`config.mk`:
```
export PLATFORM = sky130hd
export DESIGN_NAME = csw_status_regs
export DESIGN_NICKNAME = d
export VERILOG_FILES = /design/src/hw/csw_pkg.sv /design/src/hw/csw_flag_encoder.sv /design/src/hw/csw_status_regs.sv
export SDC_FILE = /design/constraint.sdc
export NUM_CORES = 1
export LEC_CHECK = 0
export ABC_CLOCK_PERIOD_IN_PS = 8000
export BUFFER_PORTS_ARGS = -buffer_cell sky130_fd_sc_hd__clkbuf_2
export CORE_ASPECT_RATIO = 2
export CORE_MARGIN = 2
export CORE_UTILIZATION = 40
export CTS_BUF_LIST = sky130_fd_sc_hd__clkbuf_4
export CTS_CLUSTER_DIAMETER = 200
export CTS_CLUSTER_SIZE = 30
export DETAILED_ROUTE_END_ITERATION = 16
export GPL_TIMING_DRIVEN = 0
export PLACE_DENSITY = 0.71
export SLEW_MARGIN = 20
export SYNTH_ARGS = -nofsm -noshare
export SYNTH_HDL_FRONTEND = slang
export SYNTH_SLANG_ARGS = --single-unit
```
`constraint.sdc`:
```
create_clock -name core_clk -period 8 [get_ports core_clk]
set_input_delay 0.8 -clock core_clk [delete_from_list [all_inputs] [get_ports core_clk]]
set_output_delay 0.8 -clock core_clk [all_outputs]
set_load 0.005 [all_outputs]
```
`src/hw/csw_pkg.sv`:
```
// package for the controller status words register bank
// assumes an axi4-lite host with 32-bit data and byte addressing
package csw_pkg;
   // register byte offsets
   localparam logic [11:0] CSW_ADDR_INFO = 12'h0000; // information flags
   localparam logic [11:0] CSW_ADDR_DIO = 12'h01a8; // direct i/o, index 0x6a
   localparam logic [11:0] CSW_ADDR_IIN = 12'h0004; // internal input status
   localparam logic [11:0] CSW_ADDR_IRQ_STAT = 12'h0008; // sticky events
   localparam logic [11:0] CSW_ADDR_IRQ_MASK = 12'h000c; // event mask
   localparam logic [7:0] CSW_DIO_INDEX = 8'h6a; // printed direct i/o index
   // information flag codes
   localparam logic [31:0] CSW_INF_USER_IO = 32'h0000_0001;
   localparam logic [31:0] CSW_INF_TEMP = 32'h0000_0004;
   localparam logic [31:0] CSW_INF_TCP_SPEED = 32'h0000_0080;
   localparam logic [31:0] CSW_INF_JNT_SPEED = 32'h0000_0100;
   localparam logic [31:0] CSW_INF_START_ERR = 32'h0000_0200;
   localparam logic [31:0] CSW_INF_HOME_ERR = 32'h0000_0400;
   localparam logic [31:0] CSW_INF_TCP_POS = 32'h0001_0000;
   localparam logic [31:0] CSW_INF_TCP_NEG = 32'h0002_0000;
   localparam logic [31:0] CSW_INF_JNT_POS = 32'h0004_0000;
   localparam logic [31:0] CSW_INF_JNT_NEG = 32'h0008_0000;
   localparam logic [31:0] CSW_INF_INHIBIT = 32'h0010_0000;
   localparam logic [31:0] CSW_INF_SINGULAR = 32'h0020_0000;
   localparam logic [31:0] CSW_INF_POSTURE = 32'h0040_0000;
   localparam logic [31:0] CSW_INF_DRV_CONN = 32'h0400_0000;
   localparam logic [31:0] CSW_INF_DRV_DET = 32'h0800_0000;
   localparam logic [31:0] CSW_INF_RESTRICT = 32'h1000_0000;
   localparam logic [31:0] CSW_INF_IO_TEST = 32'h2000_0000;
   localparam logic [31:0] CSW_INF_REBOOT = 32'h8000_0000;
   localparam int CSW_NUM_COND = 18; // number of information conditions
   // direct i/o layout
   localparam int CSW_DIO_IN_LSB = 0;
   localparam int CSW_DIO_OUT_LSB = 16;
   // internal input layout
   localparam int CSW_IIN_PANEL = 30;
   localparam int CSW_IIN_DRV_CLR = 29;
   localparam int CSW_IIN_CNT_CLR = 28;
   localparam int CSW_IIN_GEN_CLR = 27;
   localparam int CSW_IIN_OVT_CLR = 25;
   // axi responses
   localparam logic [1:0] CSW_RESP_OKAY = 2'b00;
   localparam logic [1:0] CSW_RESP_SLVERR = 2'b10;
   localparam logic [31:0] CSW_ZERO = 32'h0000_0000;
endpackage

```
`src/hw/csw_flag_encoder.sv`:
```
// encodes condition levels into the 32-bit information flag word
// assumes conditions are synchronous levels ordered as the package codes
`timescale 1ns/10ps
`default_nettype none
module csw_flag_encoder
(
   input wire logic [csw_pkg::CSW_NUM_COND-1:0] cond, // condition levels
   output logic [31:0] flags // or of active codes
);
   import csw_pkg::*;
   localparam logic [31:0] CODES [CSW_NUM_COND] = '{
      CSW_INF_USER_IO, CSW_INF_TEMP, CSW_INF_TCP_SPEED,
      CSW_INF_JNT_SPEED, CSW_INF_START_ERR, CSW_INF_HOME_ERR,
      CSW_INF_TCP_POS, CSW_INF_TCP_NEG,
      CSW_INF_JNT_POS, CSW_INF_JNT_NEG,
      CSW_INF_INHIBIT, CSW_INF_SINGULAR, CSW_INF_POSTURE,
      CSW_INF_DRV_CONN, CSW_INF_DRV_DET,
      CSW_INF_RESTRICT, CSW_INF_IO_TEST, CSW_INF_REBOOT
   };
   // or together every active code; unused bits stay zero
   always_comb
   begin
      flags = CSW_ZERO;
      for (int i = 0; i < CSW_NUM_COND; i++)
      begin
         if (cond[i])
         begin
            flags = flags | CODES[i];
         end
      end
   end
endmodule
`default_nettype wire

```
`src/hw/csw_status_regs.sv`:
```
// read-only controller status words behind an axi4-lite slave
// assumes all inputs synchronous to core_clk, one reset
//
// Local design decision: the AXI4-Lite register port.
`timescale 1ns/10ps
`default_nettype none
module csw_status_regs
(
   input wire logic core_clk, // 20 mhz clock
   input wire logic rst, // async reset, active high
   input wire logic [csw_pkg::CSW_NUM_COND-1:0] info_cond, // condition levels
   input wire logic [7:0] phys_input, // phys_input_0..7
   input wire logic [7:0] phys_output, // phys_output_0..7
   input wire logic panel_interface_bit, // panel interface state
   input wire logic drive_info_clear_req, // drive info clear request
   input wire logic counter_info_clear_req, // counter info clear request
   input wire logic general_info_clear_req, // general info clear request
   input wire logic drive_overtravel_clear_req, // overtravel clear request
   input wire logic [11:0] s_axi_awaddr, // write address
   input wire logic s_axi_awvalid, // write address valid
   output logic s_axi_awready, // write address ready
   input wire logic [31:0] s_axi_wdata, // write data
   input wire logic [3:0] s_axi_wstrb, // write byte strobes
   input wire logic s_axi_wvalid, // write data valid
   output logic s_axi_wready, // write data ready
   output logic [1:0] s_axi_bresp, // write response
   output logic s_axi_bvalid, // write response valid
   input wire logic s_axi_bready, // write response ready
   input wire logic [11:0] s_axi_araddr, // read address
   input wire logic s_axi_arvalid, // read address valid
   output logic s_axi_arready, // read address ready
   output logic [31:0] s_axi_rdata, // read data
   output logic [1:0] s_axi_rresp, // read response
   output logic s_axi_rvalid, // read valid
   input wire logic s_axi_rready, // read ready
   output logic irq // level interrupt
);
   import csw_pkg::*;

   // whole state of the block
   typedef struct packed {
      logic aw_got; // write address held
      logic w_got; // write data held
      logic [11:0] awaddr; // held write address
      logic [31:0] wdata; // held write data
      logic [3:0] wstrb; // held strobes
      logic bvalid; // write response pending
      logic [1:0] bresp; // write response code
      logic rvalid; // read data pending
      logic [1:0] rresp; // read response code
      logic [31:0] rdata; // read data
      logic [31:0] info; // registered flag word
      logic [31:0] dio; // registered direct i/o word
      logic [31:0] iin; // registered internal input word
      logic [31:0] info_prev; // flag word one cycle ago
      logic [31:0] stat; // sticky rising-flag events
      logic [31:0] mask; // interrupt enables
   } csw_state_t;

   csw_state_t state_q;
   csw_state_t state_d;
   logic [31:0] info_now; // encoded flag word

   // merge condition levels into the flag word
   csw_flag_encoder u_enc
   (
      .cond(info_cond),
      .flags(info_now)
   );

   // apply byte strobes to a register value
   function automatic logic [31:0] csw_strb(input logic [31:0] old,
      input logic [31:0] val, input logic [3:0] be);
      logic [31:0] res;
      res = old;
      for (int b = 0; b < 4; b++)
      begin
         if (be[b])
         begin
            res[b*8 +: 8] = val[b*8 +: 8];
         end
      end
      return res;
   endfunction

   // address decode to word alignment
   function automatic logic [11:0] csw_word(input logic [11:0] a);
      return {a[11:2], 2'b00};
   endfunction

   // handshake readies
   assign s_axi_awready = !state_q.aw_got && !state_q.bvalid;
   assign s_axi_wready = !state_q.w_got && !state_q.bvalid;
   assign s_axi_arready = !state_q.rvalid;
   assign s_axi_bvalid = state_q.bvalid;
   assign s_axi_bresp = state_q.bresp;
   assign s_axi_rvalid = state_q.rvalid;
   assign s_axi_rresp = state_q.rresp;
   assign s_axi_rdata = state_q.rdata;
   assign irq = |(state_q.stat & state_q.mask);

   // next-state logic
   always_comb
   begin
      logic [31:0] clr; // write-one-to-clear bits
      logic [11:0] wa; // word address of write
      clr = CSW_ZERO;
      wa = csw_word(state_q.awaddr);
      state_d = state_q;
      // sample status words every cycle
      state_d.info = info_now;
      state_d.dio = CSW_ZERO;
      state_d.dio[CSW_DIO_IN_LSB +: 8] = phys_input;
      state_d.dio[CSW_DIO_OUT_LSB +: 8] = phys_output;
      state_d.iin = CSW_ZERO;
      state_d.iin[CSW_IIN_PANEL] = panel_interface_bit;
      state_d.iin[CSW_IIN_DRV_CLR] = drive_info_clear_req;
      state_d.iin[CSW_IIN_CNT_CLR] = counter_info_clear_req;
      state_d.iin[CSW_IIN_GEN_CLR] = general_info_clear_req;
      state_d.iin[CSW_IIN_OVT_CLR] = drive_overtravel_clear_req;
      state_d.info_prev = state_q.info;
      // capture write channels independently
      if (s_axi_awvalid && s_axi_awready)
      begin
         state_d.aw_got = 1'b1;
         state_d.awaddr = s_axi_awaddr;
      end
      if (s_axi_wvalid && s_axi_wready)
      begin
         state_d.w_got = 1'b1;
         state_d.wdata = s_axi_wdata;
         state_d.wstrb = s_axi_wstrb;
      end
      // perform write once both halves are held
      if (state_q.aw_got && state_q.w_got)
      begin
         state_d.aw_got = 1'b0;
         state_d.w_got = 1'b0;
         state_d.bvalid = 1'b1;
         state_d.bresp = CSW_RESP_OKAY;
         unique case (wa)
            CSW_ADDR_IRQ_MASK:
            begin
               state_d.mask = csw_strb(state_q.mask, state_q.wdata,
                  state_q.wstrb);
            end
            CSW_ADDR_IRQ_STAT:
            begin
               clr = csw_strb(CSW_ZERO, state_q.wdata, state_q.wstrb);
            end
            CSW_ADDR_INFO, CSW_ADDR_DIO, CSW_ADDR_IIN:
            begin
               state_d.bresp = CSW_RESP_OKAY; // read-only, write ignored
            end
            default:
            begin
               state_d.bresp = CSW_RESP_SLVERR; // unmapped
            end
         endcase
      end
      // sticky events on rising flag bits; set wins over clear
      state_d.stat = (state_q.stat & ~clr) |
         (state_q.info & ~state_q.info_prev);
      // write response retires
      if (state_q.bvalid && s_axi_bready)
      begin
         state_d.bvalid = 1'b0;
      end
      // read response retires
      if (state_q.rvalid && s_axi_rready)
      begin
         state_d.rvalid = 1'b0;
      end
      // read address accepted, data next cycle
      if (s_axi_arvalid && s_axi_arready)
      begin
         state_d.rvalid = 1'b1;
         state_d.rresp = CSW_RESP_OKAY;
         unique case (csw_word(s_axi_araddr))
            CSW_ADDR_INFO: state_d.rdata = state_q.info;
            CSW_ADDR_DIO: state_d.rdata = state_q.dio;
            CSW_ADDR_IIN: state_d.rdata = state_q.iin;
            CSW_ADDR_IRQ_STAT: state_d.rdata = state_q.stat;
            CSW_ADDR_IRQ_MASK: state_d.rdata = state_q.mask;
            default:
            begin
               state_d.rdata = CSW_ZERO;
               state_d.rresp = CSW_RESP_SLVERR;
            end
         endcase
      end
   end

   // state register
   always_ff @(posedge core_clk or posedge rst)
   begin
      if (rst)
      begin
         state_q <= '0;
      end
      else
      begin
         state_q <= state_d;
      end
   end
endmodule
`default_nettype wire

```
==> results of run 1 <==
worst max-delay path: cells and delay by family, from the launching register on:
family	cells	cell delay (ns)
DFF	1	0.47
AOI/OAI and AO/OA	1	0.26
and+or+nand+nor	2	0.75
buffers and inverters	1	0.15
cell families (layout without fill, tap and decap cells):
| family | after synthesis | count (layout) | synth area share, % |
|---|---|---|---|
| AO/OA/AOI/OAI | 132 | 132 | 11.8 |
| buffers and inverters | 83 | 239 | 5.50 |
| multiplexers | 95 | 95 | 13.4 |
| AND/OR/NAND/NOR | 100 | 100 | 6.72 |
| other | 1 | 3 | 0.0457 |
| flip-flops | 205 | 205 | 62.5 |
worst min path at each step:
stage | slack [ns] | end
5_1_grt | 0.16 | state_q[124]
4_1_cts | 0.17 | state_q[124]
6_report | 0.20 | state_d[81]
3_5_place_dp | 0.39 | state_q[72]
3_3_place_gp | 0.39 | state_q[72]
2_1_floorplan | 0.37 | state_q[91]
cell type report:
| type | count | area, µm² |
|---|---|---|
| inverter | 22 | 90.1 |
| timing repair buffer | 144 | 771 |
| clock inverter | 1 | 7.51 |
| buffer | 61 | 369 |
| fill | 1852 | 10900 |
| sequential | 205 | 5130 |
| antenna | 1 | 2.50 |
| clock buffer | 11 | 82.6 |
| multi-input combinational | 329 | 2640 |
| tap | 266 | 333 |
layout by cell type (no fill, tap or decap), types with 3 or more instances in the layout:
cell	n
dfrtp_1	205
clkbuf_2	141
mux2_2	88
a22oi_1	42
buf_4	36
nand2_1	30
o21ai_0	27
a22o_1	27
nand3_1	21
inv_1	21
clkbuf_1	19
a21boi_0	13
clkbuf_4	11
and2_1	9
nor2_1	7
nand4_1	6
nand2_2	4
buf_2	4
a31oi_1	4
a222oi_1	4
or3_1	3
nor2b_1	3
nor3_1	3
a2bb2oi_1	3
o31ai_1	3
mux4_2	3
per-layer routing:
metal	share of wire (%)	up-vias	routed length [µm]
met5	0	-	0
met1	36	2758	7490
li1	-	2501	-
met4	4.9	0	1020
met2	54	183	11200
met3	4.7	47	981
power groups by stage:
stage	combinational, mW	clock [mW]	sequential, mW
global placement	0.348	0	1.35
detailed placement	0.361	0	1.35
floorplan	0.260	0	1.28
CTS	0.363	0.370	1.33
global route	0.392	0.401	1.35
finish	0.354	0.354	1.33
stage by stage:
step	total power [mW]	utilization (%)	worst slack (ns)	hold WS, ns	area (µm²)
floorplan	1.54	-	1.60	0.370	8210
CTS	2.06	46.5	4.90	0.170	9420
global placement	1.69	45.6	-0.475	0.388	9250
finish	2.04	46.5	4.94	0.201	9420
global route	2.14	46.5	4.81	0.164	9420
detailed placement	1.71	46.0	4.84	0.394	9320
sequential cells by signal, summed over array words and instances (netlist names):
signal        count
state_q         151
s_axi_rdata      32
state_d          18
s_axi_bresp       1
s_axi_bvalid      1
s_axi_rresp       1
s_axi_rvalid      1
==> flow_metrics.py, run 1 <==
metrics = {
    "outcome": {
        "run_status": "finished, final reports clean",
    },
    "global_route": {
        "grtUsageMet3_pct": 2.54,
        "grt_overflow_total": 0,
        "antenna_found_initial": 1,
        "first_global_vias": 5787,
        "use_met1_pct": 21.8,
        "grt_use_met2_pct": 35.3,
        "track_usage_pct": 19.4,
        "grt.busiest_layer": "met2",
        "grt_max_degree": 107,
        "grt_pass1_wl_mm": 32.3,
    },
    "sta": {
        "worstMarginPinSlew_ns": 0.909,
        "drv_slew": 0,
        "period_needed_ns": 3.06,
        "fmax_mhz": 327,
        "rsz0062_at_grt": "no",
        "post-route-period-util_pct": 38.2,
        "setup_tns_ns": 0,
        "setup_viol": 0,
        "clock_skew_ns": 0.0701,
        "relSlewSlack_pct": 39.1,
        "hold_viol": 0,
    },
    "drt": {
        "drt_iter0_markers": 337,
        "first_pass_iters": 5,
        "ant_nets": 0,
        "drc": 0,
        "via_per_inst": 5.28,
        "drt-total-wl_mm": 20.7,
        "routedWlPerCell_um": 19.9,
        "num_vias": 5489,
    },
    "min_path": {
        "hp-start": "info_cond[7]",
        "min_path_type": "in2reg",
        "worstHoldPathCells": 1,
    },
    "clock_network": {
        "ctsHoldBuffers": 1,
        "cts_buffers": 10,
        "clockRootBuffer": "clkbuf_4",
        "clk-insertion-delay-late_ns": 0.66,
        "clock_sinks": 205,
        "htreeDepth": 1,
        "clockBufferDepth": 3,
        "cts_resized": 0,
        "cts_tree": "built",
        "cts.clk_slew.worst_paths_ns": 0.29,
        "cts_setup_buffers": 0,
    },
    "layout": {
        "drive_gt1_share_pct": 38.6,
        "synthToLayoutAreaGrowth_pct": 14.8,
        "fin_cells": 1040,
        "nets": 879,
    },
    "synth": {
        "synth_common_cells": "205 x dfrtp_1, 88 x mux2_2, 42 x a22oi_1, 36 x buf_4, 30 x nand2_1",
        "synth_warnings": 0,
        "yosys-top-cells-area": "dfrtp_1 63%, mux2_2 12%, a22oi_1 3.8%",
        "ys_types": 47,
        "yosysMostFrequentCell": "dfrtp_1",
        "synth_edf_count": 0,
        "avgSynthCellArea_um2": 13.3,
        "synth_top_area_share_pct": 62.5,
        "yosysTopAreaCell": "dfrtp_1",
        "ys.flop_type": "dfrtp_1",
        "syn_area_mm2": 0.00821,
        "syn_inst": 616,
        "async_flop_share_pct": 100,
        "synth_seq_area_share_pct": 62.5,
        "ys_seq_elements": 205,
    },
    "worst_setup_path": {
        "cp-end-kind": "primary output",
        "cp_data_arrival_time_ns": 2.26,
        "crit_chain": "a22oi_1 -> nand4_1 -> or4_1 -> clkbuf_2",
        "ff2ff_setup_slack_ns": 5.63,
        "rr_startpoint": "state_q[278]",
        "r2r_cells": 5,
        "r2r-end": "state_q[259]",
        "required_ns": 7.20,
        "startpoint": "state_q[51]",
        "crit_end": "irq",
        "crit_path_max_incr_delay_ns": 0.56,
        "cp_slowest_cell": "or4_1",
        "worstPathMaxFanout": 3,
        "crit_type": "reg2out",
        "startpoint_type": "register",
    },
    "die": {
        "coreArea_mm2": 0.0203,
        "fp.dieW_um": 105,
        "rows": 74,
        "die-area_mm2": 0.0218,
        "io_pins": 148,
        "floorplan.initialDensity_pct": 40.5,
        "die_y_um": 207,
    },
    "power": {
        "seqPwrFrac_pct": 65.3,
        "pwr-share-comb_pct": 17.4,
        "vdd_ir_drop_max_mv": 0.100,
        "leakage_nw": 4.40,
        "pwr_density_cell_mw_per_mm2": 216,
        "power.switching_mw": 0.596,
        "sw_frac_of_total_pct": 29.2,
        "p_int_mw": 1.44,
        "clkPwrFrac_pct": 17.4,
    },
    "run": {
        "maxCapViolCount": 0,
    },
    "placed_design": {
        "dp.cells": 1026,
        "numPortBuffers": 141,
        "place_congestion": 0.882,
        "dp_hpwl_mm": 15.8,
    },
}
Note: power is estimated with default switching activity, not from simulation.
==> run 2, diff against run 1 <==
- ABC_CLOCK_PERIOD_IN_PS: 8000 -> 2600
- PLACE_DENSITY: 0.71 -> 0.74
- clock period: 8 -> 2.6 ns (I/O delays scaled with it)
==> run 2 against run 1 <==
  * Die area is the same
  * Setup slack lost 4.9 ns
  * Non-clock buffer count is 94 higher
  * Power rose to 3.1 times the previous value
  * Core utilization increased by 4.8 points
  * Largest power group unchanged
==> flow_metrics.py, run 2 (synthesized netlist as in run 1, its figures left out) <==
metrics = {
    "outcome": {
        "run_status": "finished, final reports clean",
    },
    "worst_setup_path": {
        "cp-end-kind": "primary output",
        "rr_startpoint": "state_q[272]",
        "crit_type": "reg2out",
        "cp_data_arrival_time_ns": 2.26,
        "worstPathMaxFanout": 3,
        "startpoint_type": "register",
        "startpoint": "state_q[50]",
        "required_ns": 2.34,
    },
    "drt": {
        "drt_iter0_markers": 454,
        "ant_nets": 0,
        "via_per_inst": 5.18,
        "drt-total-wl_mm": 21.9,
        "drc": 0,
        "first_pass_iters": 5,
        "routedWlPerCell_um": 19.3,
        "num_vias": 5876,
    },
    "power": {
        "leakage_nw": 4.80,
        "vdd_ir_drop_max_mv": 0.319,
        "pwr_density_cell_mw_per_mm2": 616,
    },
    "run": {
        "maxCapViolCount": 0,
    },
    "sta": {
        "hold_slack_ns": 0.0623,
        "drv_slew": 0,
        "rsz0062_at_grt": "no",
        "clock_skew_ns": 0.0725,
        "relSlewSlack_pct": 39.3,
        "hold_viol": 0,
        "fmax_mhz": 397,
        "period_needed_ns": 2.52,
        "setup_viol": 0,
        "worstMarginPinSlew_ns": 0.903,
        "post-route-period-util_pct": 96.8,
    },
    "placed_design": {
        "dp_hpwl_mm": 16.2,
        "placed_cell_area_mm2": 0.00938,
        "place_congestion": 0.848,
        "numPortBuffers": 141,
    },
    "global_route": {
        "grt.busiest_layer": "met2",
        "antenna_found_initial": 1,
        "grt_overflow_total": 0,
        "first_global_vias": 6178,
        "track_usage_pct": 20.3,
        "use_met1_pct": 22.7,
        "grt_pass1_wl_mm": 33.7,
        "grt_max_degree": 37,
        "grt_use_met2_pct": 37.4,
        "grtUsageMet3_pct": 1.76,
    },
    "layout": {
        "drive_gt1_share_pct": 35.2,
        "final_common_cell": "dfrtp_1",
        "nets": 973,
        "num-fill-cells": 1745,
        "synthToLayoutAreaGrowth_pct": 26.6,
        "largest_reg_flops": 151,
        "layout_common_cells": "205 x dfrtp_1, 141 x clkbuf_2, 90 x dlygate4sd3_1",
        "post-route-cell-area_mm2": 0.0104,
        "regMostFlops": "state_q",
        "register_area_mm2": 0.00513,
        "multi_input_comb_area_mm2": 0.00265,
    },
    "die": {
        "floorplan.initialDensity_pct": 40.5,
        "die-area_mm2": 0.0218,
        "rows": 74,
        "die_y_um": 207,
        "coreArea_mm2": 0.0203,
        "io_pins": 148,
        "fp.dieW_um": 105,
    },
    "clock_network": {
        "htreeDepth": 1,
        "cts_tree": "built",
        "clk-insertion-delay-late_ns": 0.67,
        "cts.clk_slew.worst_paths_ns": 0.29,
        "clockBufferDepth": 3,
        "clockRootBuffer": "clkbuf_4",
        "cts_buffers": 10,
        "clock_sinks": 205,
    },
    "min_path": {
        "min_path_type": "in2reg",
        "hp-start": "s_axi_araddr[9]",
    },
}
## run 2: changes by cell type in the layout (fill, tap and decap cells not counted)
| cell | before | now |
|---|---|---|
| dlygate4sd3_1 | 1 | 90 |
| buf_12 | 0 | 6 |
| buf_16 | 2 | 0 |
| a22oi_1 | 42 | 41 |
| a22oi_2 | 0 | 1 |
| buf_4 | 36 | 37 |
| clkinvlp_4 | 1 | 2 |
| inv_8 | 1 | 0 |
| or4_1 | 2 | 1 |
| or4_4 | 0 | 1 |
## run 2: layout make-up
type | count | share of cell area [%]
clock buffers | 11 | 0.795
repair buffers | 238 | 16.7
flip-flops and latches | 205 | 49.4
clock inverters | 1 | 0.0722
diodes | 1 | 0.0241
well taps | 266 | 3.20
multi-input cells | 329 | 25.5
plain buffers | 61 | 3.55
inverters | 22 | 0.831
## run 2: worst paths after layout
kind / slack, ns / depth (start not counted) / to
worst min-delay path: 0.06 / 4 / s_axi_rdata[17]
worst min register to register: 0.40 / 0 / state_q[72]
worst max-delay path: 0.08 / 4 / irq
min in group asynchronous: 0.58 / 4 / state_d[80]
max in group asynchronous: 1.03 / 7 / state_q[268]
worst max register to register: 0.15 / 5 / state_q[60]
## run 2: worst max-delay path, stage by stage (launching register included)
cell,delay (ns)
dfrtp_1,0.48
a22oi_1,0.22
nand4_1,0.21
or4_4,0.54
clkbuf_2,0.13
## run 2: routing by layer
layer | up-vias | routed length, µm
li1 | 2693 | -
met1 | 2912 | 8050
met5 | - | 0
met2 | 208 | 11600
met4 | 0 | 1320
met3 | 63 | 835
## run 2: power breakdown
group | switching, mW | internal (mW)
Combinational | 0.533 | 0.708
Clock | 0.889 | 0.201
Sequential | 0.422 | 3.65
Total | 1.84 | 4.56
## run 2: repair_timing
action / CTS / global route
endpoints found under the hold margin: 223 / 0
setup buffers: 0 / 1
endpoints found under the setup margin: 0 / 1
resized for setup: 0 / 2
hold buffers: 90 / 0
## run 2: metrics by stage
stage | utilization [%] | worst slack (ns) | TNS [ns] | power [mW] | instances
finish | 51.3 | 0.0838 | 0 | 6.40 | 1134
global placement | 45.6 | -1.42 | -287.47 | 5.18 | 1024
detailed placement | 46.3 | -0.00401 | -0.00605 | 5.26 | 1030
global route | 51.3 | 0.00440 | 0 | 6.73 | 1134
floorplan | - | -0.318 | -65.25 | 4.75 | 617
CTS | 51.2 | 0.0332 | 0 | 6.45 | 1132
